===== src/hdl/dac_ctrl_map.svh =====
// Offsets, field positions, reset values and timing counts for the DAC control block.
// Assumes the single system clock runs at 40 MHz.
`ifndef DAC_CTRL_MAP_SVH
`define DAC_CTRL_MAP_SVH
`define MCLK_MHZ 40
`define NUM_CH 40
`define CLR_TIME_NS 35000
`define RST_TIME_NS 270000
`define CALC_TIME_NS 1000
// Least times round up to whole cycles
`define CLR_CYCLES ((`CLR_TIME_NS * `MCLK_MHZ + 999) / 1000)
`define RST_CYCLES ((`RST_TIME_NS * `MCLK_MHZ + 999) / 1000)
`define CALC_CYCLES ((`CALC_TIME_NS * `MCLK_MHZ + 999) / 1000)
`define FRAME_BITS 24
`define FR_AB 23
`define FR_SEL_HI 19
`define FR_SEL_LO 18
`define FR_CH_HI 17
`define FR_CH_LO 12
`define FR_DAT_HI 11
`define FR_DAT_LO 0
`define SFR_CLRCODE 6'h02
`define DATA_RST 12'h000
`define OFFSET_RST 12'h800
`define GAIN_RST 12'hFFF
`define CLRCODE_RST 12'h000
`endif


===== src/hdl/dac_ctrl_pkg.sv =====
// Types shared by the DAC update and reset control block.
// Assumes the constants of dac_ctrl_map.svh.
package dac_ctrl_pkg;
	typedef enum logic [1:0] {
		SEL_SFR = 2'h0,
		SEL_GAIN = 2'h1,
		SEL_OFFSET = 2'h2,
		SEL_DATA = 2'h3
	} reg_sel_e;
	typedef enum logic [3:0] {
		ST_RESET = 4'h1,
		ST_IDLE = 4'h2,
		ST_CALC = 4'h4,
		ST_CLEAR = 4'h8
	} state_e;
	typedef logic [11:0] code_t;
	typedef logic [13:0] cnt_t;
	typedef logic [5:0] chan_t;
	typedef struct packed {
		logic ab;
		reg_sel_e sel;
		chan_t chan;
		code_t data;
	} wr_req_s;
	typedef struct packed {
		chan_t addr;
		reg_sel_e sel;
		code_t data;
		logic cs_n;
		logic wr_n;
		logic ser;
		logic ab;
		logic ld_n;
		logic clr_n;
		logic rst_n;
		logic sclk;
		logic sdin;
		logic sync_n;
		logic toggle;
	} pins_s;
endpackage


===== src/hdl/dac_update_and_reset_control.sv =====
// DAC update, clear and reset sequencing with parallel and serial write paths.
// Assumes every pin input is asynchronous to mclk_i and the serial clock is far slower.
// Functional notes
// - Six address pins pick one of 40 channels.
// - Register select steers data, offset, gain, special.
// - Serial output changes on rising serial clock.
// - Toggle mode: A/B pin picks write target.
// - Without toggle mode, writes go to A.
// - Toggle mode: load switches outputs between A/B.
// - Busy low while computing; no output update.
// - Load while not busy updates outputs.
// - Load during calculation is stored, applied later.
// - Busy low in reset; loads discarded.
// - Clear falling edge loads clear code everywhere.
// - Clear holds busy low 35 us.
// - Reset falling edge restores power-on register defaults, except the clear code register.
// - Reset sequence 270 us, busy low, interfaces off; the serial readback output and its enable still follow the serial pins.
// - After reset, reset level ignored until edge.
// - Serial data shifts in on falling clock.
`include "dac_ctrl_map.svh"
`timescale 1ns/1ps
`default_nettype none
module dac_update_and_reset_control
	import dac_ctrl_pkg::*;
#(
	parameter int RESET_CYCLES = `RST_CYCLES
) (
	// Clock and reset
	input wire logic mclk_i,
	input wire logic rst_i,
	// Parallel interface
	input wire chan_t channel_address_i,
	input wire logic [1:0] register_select_i,
	input wire code_t data_i,
	input wire logic cs_n_i,
	input wire logic wr_n_i,
	input wire logic ser_par_i,
	input wire logic ab_select_i,
	input wire logic toggle_mode_i,
	// Control strobes
	input wire logic load_outputs_strobe_n_i,
	input wire logic clear_input_n_i,
	input wire logic reset_n_i,
	// Serial interface
	input wire logic sclk_i,
	input wire logic sdin_i,
	input wire logic sync_n_i,
	output logic serial_data_out_o,
	output logic serial_data_out_oe_n_o,
	// Status and DAC codes
	output logic busy_n_o,
	output logic dac_update_o,
	output code_t [`NUM_CH-1:0] dac_out_o
);

	// ****************************************
	// Pin synchronisers
	// ****************************************
	pins_s pin_raw;
	pins_s pin_s1_reg;
	pins_s pin_s2_reg;
	pins_s pin_s3_reg;

	assign pin_raw = '{addr: channel_address_i, sel: reg_sel_e'(register_select_i),
		data: data_i, cs_n: cs_n_i, wr_n: wr_n_i, ser: ser_par_i, ab: ab_select_i,
		ld_n: load_outputs_strobe_n_i, clr_n: clear_input_n_i, rst_n: reset_n_i,
		sclk: sclk_i, sdin: sdin_i, sync_n: sync_n_i, toggle: toggle_mode_i};

	// Idle levels at reset so no false edge is seen on release
	always_ff @(posedge mclk_i or posedge rst_i) begin
		if (rst_i) begin
			pin_s1_reg <= '{default: 1'b1, addr: '0, sel: SEL_SFR, data: '0, sclk: 1'b0};
			pin_s2_reg <= '{default: 1'b1, addr: '0, sel: SEL_SFR, data: '0, sclk: 1'b0};
			pin_s3_reg <= '{default: 1'b1, addr: '0, sel: SEL_SFR, data: '0, sclk: 1'b0};
		end else begin
			pin_s1_reg <= pin_raw;
			pin_s2_reg <= pin_s1_reg;
			pin_s3_reg <= pin_s2_reg;
		end
	end

	function automatic logic fell(input logic prev, input logic now);
		return prev & ~now;
	endfunction

	wire logic reset_fall = fell(pin_s3_reg.rst_n, pin_s2_reg.rst_n);
	wire logic ld_fall = fell(pin_s3_reg.ld_n, pin_s2_reg.ld_n);
	wire logic clr_fall = fell(pin_s3_reg.clr_n, pin_s2_reg.clr_n);
	wire logic sclk_fall = fell(pin_s3_reg.sclk, pin_s2_reg.sclk);
	wire logic sclk_rise = fell(pin_s2_reg.sclk, pin_s3_reg.sclk);
	wire logic wr_rise = fell(pin_s2_reg.wr_n, pin_s3_reg.wr_n);
	wire logic sync_rise = fell(pin_s2_reg.sync_n, pin_s3_reg.sync_n);
	wire logic toggle = pin_s2_reg.toggle;
	wire logic ser_mode = pin_s2_reg.ser;

	// ****************************************
	// Write decode
	// ****************************************
	state_e state_reg;
	state_e state_next;
	cnt_t cnt_reg;
	cnt_t cnt_next;
	logic pending_reg;
	logic pending_next;
	logic out_b_reg;
	logic [`FRAME_BITS-1:0] shift_reg;
	code_t data_a_reg [`NUM_CH];
	code_t data_b_reg [`NUM_CH];
	code_t offset_reg [`NUM_CH];
	code_t gain_reg [`NUM_CH];
	code_t clr_code_reg;

	wire logic blocked = (state_reg == ST_RESET) | reset_fall;
	wire logic par_wr = ~ser_mode & ~pin_s2_reg.cs_n & wr_rise;
	wire logic ser_wr = ser_mode & sync_rise;
	wire logic wr_go = (par_wr | ser_wr) & ~blocked;
	wire wr_req_s req = ser_mode ?
		wr_req_s'{ab: shift_reg[`FR_AB], sel: reg_sel_e'(shift_reg[`FR_SEL_HI:`FR_SEL_LO]),
		chan: shift_reg[`FR_CH_HI:`FR_CH_LO], data: shift_reg[`FR_DAT_HI:`FR_DAT_LO]} :
		wr_req_s'{ab: pin_s2_reg.ab, sel: pin_s2_reg.sel, chan: pin_s2_reg.addr,
		data: pin_s2_reg.data};
	wire logic chan_ok = req.chan < 6'(`NUM_CH);
	wire logic wr_ch = wr_go & chan_ok;
	wire logic data_wr = wr_ch & (req.sel == SEL_DATA);
	wire logic wr_to_b = req.ab & toggle;
	wire logic clr_code_wr = wr_go & (req.sel == SEL_SFR) & (req.chan == `SFR_CLRCODE);
	wire logic show_b = toggle & out_b_reg;

	// ****************************************
	// Sequencer
	// ****************************************
	wire logic cnt_done = (cnt_reg == '0);

	always_comb begin
		state_next = state_reg;
		cnt_next = cnt_done ? cnt_reg : cnt_reg - 14'h0001;
		if (reset_fall) begin
			state_next = ST_RESET;
			cnt_next = cnt_t'(RESET_CYCLES - 1);
		end else begin
			case (state_reg)
				ST_RESET: begin
					if (cnt_done) begin
						state_next = ST_IDLE;
					end
				end
				ST_IDLE, ST_CALC: begin
					if (clr_fall) begin
						state_next = ST_CLEAR;
						cnt_next = cnt_t'(`CLR_CYCLES - 1);
					end else if (data_wr) begin
						state_next = ST_CALC;
						cnt_next = cnt_t'(`CALC_CYCLES - 1);
					end else if (cnt_done) begin
						state_next = ST_IDLE;
					end
				end
				ST_CLEAR: begin
					if (cnt_done) begin
						state_next = ST_IDLE;
					end
				end
				default: begin
					state_next = ST_RESET;
					cnt_next = cnt_t'(RESET_CYCLES - 1);
				end
			endcase
		end
	end

	// Loads straight from idle, or a stored one as busy ends
	wire logic load_now = ld_fall & (state_reg == ST_IDLE) & (state_next == ST_IDLE);
	wire logic flush = pending_reg & (state_reg != ST_RESET) & (state_next == ST_IDLE);
	wire logic do_update = load_now | flush;

	// A new load wins over the flush that would clear the stored one
	always_comb begin
		pending_next = pending_reg;
		if (blocked) begin
			pending_next = 1'b0;
		end else if (ld_fall & ~load_now) begin
			pending_next = 1'b1;
		end else if (flush) begin
			pending_next = 1'b0;
		end
	end

	always_ff @(posedge mclk_i or posedge rst_i) begin
		if (rst_i) begin
			state_reg <= ST_RESET;
			cnt_reg <= cnt_t'(RESET_CYCLES - 1);
			pending_reg <= 1'b0;
			out_b_reg <= 1'b0;
			busy_n_o <= 1'b0;
			dac_update_o <= 1'b0;
		end else begin
			state_reg <= state_next;
			cnt_reg <= cnt_next;
			pending_reg <= pending_next;
			out_b_reg <= blocked ? 1'b0 : (do_update ? ~show_b & toggle : out_b_reg);
			busy_n_o <= (state_next == ST_IDLE);
			dac_update_o <= do_update;
		end
	end

	// ****************************************
	// Serial shifter and readback
	// ****************************************
	always_ff @(posedge mclk_i or posedge rst_i) begin
		if (rst_i) begin
			shift_reg <= '0;
			serial_data_out_o <= 1'b0;
			serial_data_out_oe_n_o <= 1'b1;
		end else begin
			if (ser_mode & ~pin_s2_reg.sync_n & sclk_fall & ~blocked) begin
				shift_reg <= {shift_reg[`FRAME_BITS-2:0], pin_s2_reg.sdin};
			end
			if (sclk_rise) begin
				serial_data_out_o <= shift_reg[`FRAME_BITS-1];
			end
			serial_data_out_oe_n_o <= ~(ser_mode & ~pin_s2_reg.sync_n);
		end
	end

	// ****************************************
	// Channel registers
	// ****************************************
	always_ff @(posedge mclk_i or posedge rst_i) begin
		if (rst_i) begin
			for (int i = 0; i < `NUM_CH; i++) begin
				data_a_reg[i] <= `DATA_RST;
				data_b_reg[i] <= `DATA_RST;
				offset_reg[i] <= `OFFSET_RST;
				gain_reg[i] <= `GAIN_RST;
				dac_out_o[i] <= `DATA_RST;
			end
			clr_code_reg <= `CLRCODE_RST;
		end else if (reset_fall) begin
			for (int i = 0; i < `NUM_CH; i++) begin
				data_a_reg[i] <= `DATA_RST;
				data_b_reg[i] <= `DATA_RST;
				offset_reg[i] <= `OFFSET_RST;
				gain_reg[i] <= `GAIN_RST;
				dac_out_o[i] <= `DATA_RST;
			end
		end else begin
			if (data_wr & wr_to_b) begin
				data_b_reg[req.chan] <= req.data;
			end
			if (data_wr & ~wr_to_b) begin
				data_a_reg[req.chan] <= req.data;
			end
			if (wr_ch & (req.sel == SEL_OFFSET)) begin
				offset_reg[req.chan] <= req.data;
			end
			if (wr_ch & (req.sel == SEL_GAIN)) begin
				gain_reg[req.chan] <= req.data;
			end
			if (clr_code_wr) begin
				clr_code_reg <= req.data;
			end
			for (int i = 0; i < `NUM_CH; i++) begin
				if (clr_fall & (state_next == ST_CLEAR)) begin
					dac_out_o[i] <= clr_code_reg;
				end else if (do_update) begin
					dac_out_o[i] <= show_b ? data_b_reg[i] : data_a_reg[i];
				end
			end
		end
	end

	// ****************************************
	// Assertions
	// ****************************************
	property p_reset_busy;
		@(posedge mclk_i) disable iff (rst_i)
		reset_fall |=> !busy_n_o [*8];
	endproperty
	a_reset_busy: assert property (p_reset_busy) else $error("busy high in reset");

	property p_reset_level;
		@(posedge mclk_i) disable iff (rst_i)
		(state_reg == ST_IDLE) && !pin_s2_reg.rst_n && !reset_fall |=> state_reg != ST_RESET;
	endproperty
	a_reset_level: assert property (p_reset_level) else $error("reset level restarted");

	property p_drop_pending;
		@(posedge mclk_i) disable iff (rst_i)
		reset_fall |=> !pending_reg && !dac_update_o;
	endproperty
	a_drop_pending: assert property (p_drop_pending) else $error("load kept over reset");

	property p_clear_busy;
		@(posedge mclk_i) disable iff (rst_i)
		clr_fall && (state_reg == ST_IDLE) && !reset_fall |=> !busy_n_o [*8];
	endproperty
	a_clear_busy: assert property (p_clear_busy) else $error("busy high in clear");

	property p_clear_load;
		@(posedge mclk_i) disable iff (rst_i)
		clr_fall && (state_reg == ST_IDLE) && !reset_fall |=>
			dac_out_o[5] == $past(clr_code_reg);
	endproperty
	a_clear_load: assert property (p_clear_load) else $error("clear code not loaded");

	property p_load_idle;
		@(posedge mclk_i) disable iff (rst_i)
		load_now && !toggle |=> dac_update_o && (dac_out_o[0] == $past(data_a_reg[0]));
	endproperty
	a_load_idle: assert property (p_load_idle) else $error("load not applied");

	property p_no_update_calc;
		@(posedge mclk_i) disable iff (rst_i)
		ld_fall && (state_reg == ST_CALC) && !cnt_done && !reset_fall |=>
			!dac_update_o && pending_reg;
	endproperty
	a_no_update_calc: assert property (p_no_update_calc) else $error("update while busy");

	property p_flush;
		@(posedge mclk_i) disable iff (rst_i)
		pending_reg && (state_reg == ST_CALC) && cnt_done && !reset_fall && !clr_fall
			&& !data_wr |=> dac_update_o && busy_n_o;
	endproperty
	a_flush: assert property (p_flush) else $error("stored load lost");

	property p_write_a;
		@(posedge mclk_i) disable iff (rst_i)
		data_wr && !toggle && (req.chan == 6'h03) |=> data_a_reg[3] == $past(req.data);
	endproperty
	a_write_a: assert property (p_write_a) else $error("write missed register A");

	property p_sdo;
		@(posedge mclk_i) disable iff (rst_i)
		sclk_rise |=> serial_data_out_o == $past(shift_reg[`FRAME_BITS-1]);
	endproperty
	a_sdo: assert property (p_sdo) else $error("serial out wrong bit");

	c_reset_done: cover property (@(posedge mclk_i) disable iff (rst_i)
		(state_reg == ST_RESET) ##1 (state_reg == ST_IDLE));
	c_clear: cover property (@(posedge mclk_i) disable iff (rst_i)
		clr_fall && (state_reg == ST_IDLE));
	c_deferred: cover property (@(posedge mclk_i) disable iff (rst_i) flush && !load_now);
	c_toggle: cover property (@(posedge mclk_i) disable iff (rst_i) do_update && show_b);

endmodule
`default_nettype wire


===== config.mk =====
export PLATFORM = sky130hd
export DESIGN_NAME = dac_update_and_reset_control
export DESIGN_NICKNAME = d
export VERILOG_FILES = /design/src/hdl/dac_ctrl_pkg.sv /design/src/hdl/dac_update_and_reset_control.sv
export VERILOG_INCLUDE_DIRS = /design/src /design/src/hdl
export SDC_FILE = /design/constraint.sdc
export NUM_CORES = 2
export LEC_CHECK = 0
export BUFFER_PORTS_ARGS = -buffer_cell sky130_fd_sc_hd__buf_2
export CAP_MARGIN = 20
export CORE_AREA = 2 2 344 346
export DETAILED_ROUTE_END_ITERATION = 10
export DIE_AREA = 0 0 346 348
export PLACE_DENSITY_LB_ADDON = 0.25
export SYNTH_ARGS = -nofsm -noshare
export SYNTH_HDL_FRONTEND = slang
export SYNTH_SLANG_ARGS = --single-unit
export TNS_END_PERCENT = 10

===== constraint.sdc =====
create_clock -name mclk_i -period 64.9 [get_ports mclk_i]
set_input_delay 3.245 -clock mclk_i [delete_from_list [all_inputs] [get_ports mclk_i]]
set_output_delay 3.245 -clock mclk_i [all_outputs]
set_load 0.03 [all_outputs]

Word-level counts from Yosys, hierarchy flattened
Cells that the tools add are included.
{"block": "op_classes", "n_addsub": 1, "magnitude_cmp": 3, "eq_ne": 9, "mux": 145, "n_bitwise": 49, "n_reduce_logical": 11}
{"operator": "480-bit 2-to-1 mux", "n": 5}
{"operator": "12-bit 2-to-1 mux", "n": 121}
{"operator": "480-bit bitwise mux", "n": 2}
{"operator": "12-bit demux with 6-bit select", "n": 1}
{"operator": "14-bit 2-to-1 mux", "n": 4}
{"operator": "1-bit bitwise AND", "n": 29}
{"operator": "14-bit case mux with 2 select lines", "n": 1}
{"operator": "21-bit 2-to-1 mux", "n": 1}
{"operator": "4-bit 2-to-1 mux", "n": 4}
{"operator": "1-bit NOT", "n": 16}
{"operator": "14-bit zero test", "n": 1}
{"operator": "14-bit by 1-bit subtractor with 14-bit output (second input constant)", "n": 1}
{"operator": "4-bit by 2-bit == test with 1-bit output (second input constant)", "n": 2}
{"operator": "4-bit == test (second input constant)", "n": 2}
{"operator": "4-bit case mux with 2 select lines", "n": 1}
{"operator": "7-bit greater-or-equal comparator (second input constant)", "n": 1}
{"operator": "7-bit by 1-bit < comparator with 1-bit output (second input constant)", "n": 1}
{"operator": "6-bit NOT with 7-bit output", "n": 1}
{"operator": "6-bit by 2-bit == test with 1-bit output (second input constant)", "n": 1}
{"operator": "6-bit < comparator (second input constant)", "n": 1}
{"operator": "2-bit nonzero test", "n": 3}
{"operator": "3-bit nonzero test", "n": 2}
{"operator": "1-bit 2-to-1 mux", "n": 5}
{"operator": "4-bit by 1-bit == test with 1-bit output (second input constant)", "n": 1}
{"operator": "other kinds (8)", "n": 11}
{"block": "totals", "register_bits": 1568, "elab_cells": 382}

Depth between registers and ports, before layout
{"block": "logic_depth", "depth_word": 17, "depth_mapped": 12}

Worst setup path before layout
OpenSTA, ideal clock, no wires.
{"block": "synth_path", "kind": "reg2out", "start": "reg serial_data_out_oe_n_o", "end": "out serial_data_out_oe_n_o", "arrival_ps": 588, "required_ps": 61655, "setup_slack_ps": 61067, "stages_incl_launch_ff": 1, "n_path_buf": 0, "path_cell_list": "dfstp_2"}
{"element": "from (decl)", "line": "dac_update_and_reset_control.sv:49", "source": "output logic serial_data_out_oe_n_o,"}
{"element": "from (signal assigned)", "line": "dac_update_and_reset_control.sv:221", "source": "serial_data_out_oe_n_o <= ~(ser_mode & ~pin_s2_reg.sync_n);"}
No word-level cell between the ends.

==> flow_summary.toml <==
[synth]
synth_commonest_cells = "1660 x nand2_1, 1533 x dfrtp_1, 783 x o21ai_0"
synth_cells = 6279
synth-seq-cells = 1568
yosysUniqueCellTypes = 64
avgSynthCellArea_um2 = 10.16
yosys.area.top_type_share_pct = 60.13
synth.net_count = 6313
syn-cell-area_mm2 = 0.06380
synth_edf_count = 0
yosysWarnings = 0
synthArstFlopShare_pct = 100.0
yosys-top-cells-area = "dfrtp_1 60%, nand2_1 9.8%, o21ai_0 6.1%"
synth_most_common_cell = "nand2_1"
ys_dominant_reg_cell = "dfrtp_1"
yosysTopAreaCell = "dfrtp_1"
synth.yosys.seq_area_share_pct = 61.57

[power_and_ir_drop]
p_leak_nw = 37.03
powerDensity_mw_per_mm2 = 28.03
irDropWorstVdd_v = 0.00002609
power_mw = 2.038

[worst_setup_path]
max_stage_delay_ns = 0.78
crit_arrival_ns = 7.49
cp_top_family = "buffers and inverters"
crit_chain = "buf_2, inv_8, buf_4, buf_12, buf_12, buf_12"
cp.required_ns = 65.66
crit_fanout = 186
crit_type = "in2async"
r2r_slack_ns = 59.74
crit_path_frequent_cell = "buf_12"
cp-end-kind = "asynchronous set/reset pin"
crit_buf_inv = 6
cpMaxStageDelayCell = "buf_4"
start_kind = "input port"

[placement]
routabilityCongestion = 0.8492
dp_cells = 7867
place_area_mm2 = 0.06667
io_buffer_count = 516
place_hpwl_um = 128000

[detailed_routing]
ant_nets = 0
routedWlPerCell_um = 27.14
dr.first_iter.drc_count = 6523
routed_wl_um = 222300
drc_errors = 0
viasPerCell = 6.346
num_vias = 51980
dr.pass1.iters = 6

[floorplan]
dieArea_mm2 = 0.1204
start_util_pct = 54.54
core_mm2 = 0.1170
io_pins = 517
die_w_um = 346
rows = 126
die_h_um = 348

[sta]
final_max_slew_viol_count = 0
fmax_mhz = 148.6
slew-limit-headroom_pct = 7.713
fin_crit_sh_pct = 10.37
rsz0062_at_grt = "false"
min_period_ns = 6.731
hold_violations = 0
worst_slew_pin_slew_ns = 1.384
fin_skew_ns = 0.02924
hold_slack_ns = 0.3441
setup_viol = 0
fin_setup_tns_ns = 0

[global_routing]
grt_pass1_wl_um = 328400
grt.overflow.total = 0
grt_antenna_before_repair = 11
grt_pass1_vias = 49660
grt_max_degree = 212
grt_usage_pct = 36.52

[cts]
h-tree-depth = 4
cts-root-buf = "clkbuf_16"
cts.sinks = 1568
clk_pin_slew_ns = 0.06
ctsLongestPathBuffers = 3
numCtsBuffers = 160
clock_latency_ns = 0.79
hold_buffers = 0
post_cts_buffers = 0
cts_tree = "done"
cts_resized = 0

[worst_hold_path]
hp-class = "reg2reg"

[status]
outcome = "finished, final reports clean"

[final_layout]
fin_cells = 8191
multiInputGateArea_mm2 = 0.02176
synthToLayoutAreaGrowth_pct = 14.00
seq_area_mm2 = 0.03928
finish.instance_area_mm2 = 0.07273
nets = 6557
fillCellCount = 9528
drive_above_1_share_pct = 16.16

[job]
cap_violations = 0
[kinds of logic after synthesis]
| kind of cell | count (synthesis) | share of synthesized area (%) |
|---|---|---|
| and+or+nand+nor | 1995 | 12.30 |
| AOI/OAI and AO/OA | 2060 | 20.42 |
| adders and majority gates | 1 | 0.01961 |
| DFF | 1568 | 61.57 |
| buffers and inverters | 589 | 4.601 |
| xor gates and xnor gates | 13 | 0.1785 |
| muxes | 53 | 0.9060 |
[layout make-up]
cell class	count	share of cell area, %
flip-flops and latches	1568	54.01
clock buffers	233	6.675
inverters	10	0.06193
well taps	1536	2.642
repair buffers	661	5.491
clock inverters	59	1.197
multi-input cells	4122	29.91
diodes	2	0.006881
[report_power, final]
group          leakage [nW]  switching, mW  internal [mW]  total (mW)
Sequential             21.7        0.00266          0.982       0.985
Clock                  2.84          0.400          0.596       0.996
Combinational          12.5         0.0487        0.00872      0.0575
[placed cells by master (no fill, tap or decap), drive strengths merged, types with 3 or more instances in the layout]
cell type,instances
clkinv,31
nor2b,8
nor3b,3
o21ai,804
nand2b,8
a22oi,3
or3,9
buf,660
inv,18
dfstp,35
mux2i,15
a22o,265
nand3,8
a21oi,525
nand3b,4
a211o,440
a31oi,7
or4,3
nand2,1660
nand4,3
nor2,212
mux2,38
bufinv,19
nor3,47
clkbuf,234
dfrtp,1533
xnor2,6
xor2,7
and2,15
[final timing paths]
check | end | startpoint | depth (start not counted)
setup / recovery | dac_out_o[194] | rst_i | 6
hold / removal | pin_s2_reg[28] | pin_s1_reg[28] | 0
setup reg to reg | dac_out_o[75] | ser_mode | 10
hold reg to reg | pin_s2_reg[28] | pin_s1_reg[28] | 0
max in group mclk_i | dac_out_o[75] | ser_mode | 10
min in group asynchronous | dac_out_o[430] | rst_i | 2
[per-stage QoR]
step | util [%] | worst slack (ns)
2_1_floorplan | - | 17.47
3_3_place_gp | 56.76 | 57.33
3_5_place_dp | 56.99 | 57.26
4_1_cts | 61.89 | 58.07
5_1_grt | 62.17 | 57.53
6_report | 62.17 | 58.17
[per-layer routing]
metal,vias to the layer above,share of wire [%],global-route usage [%]
li1,22030,-,-
met1,26300,39,50.82
met2,3070,45,54.26
met3,584,10,7.930
met4,0,5.7,19.18
met5,-,0,0
(Power assumes the default switching activity.)
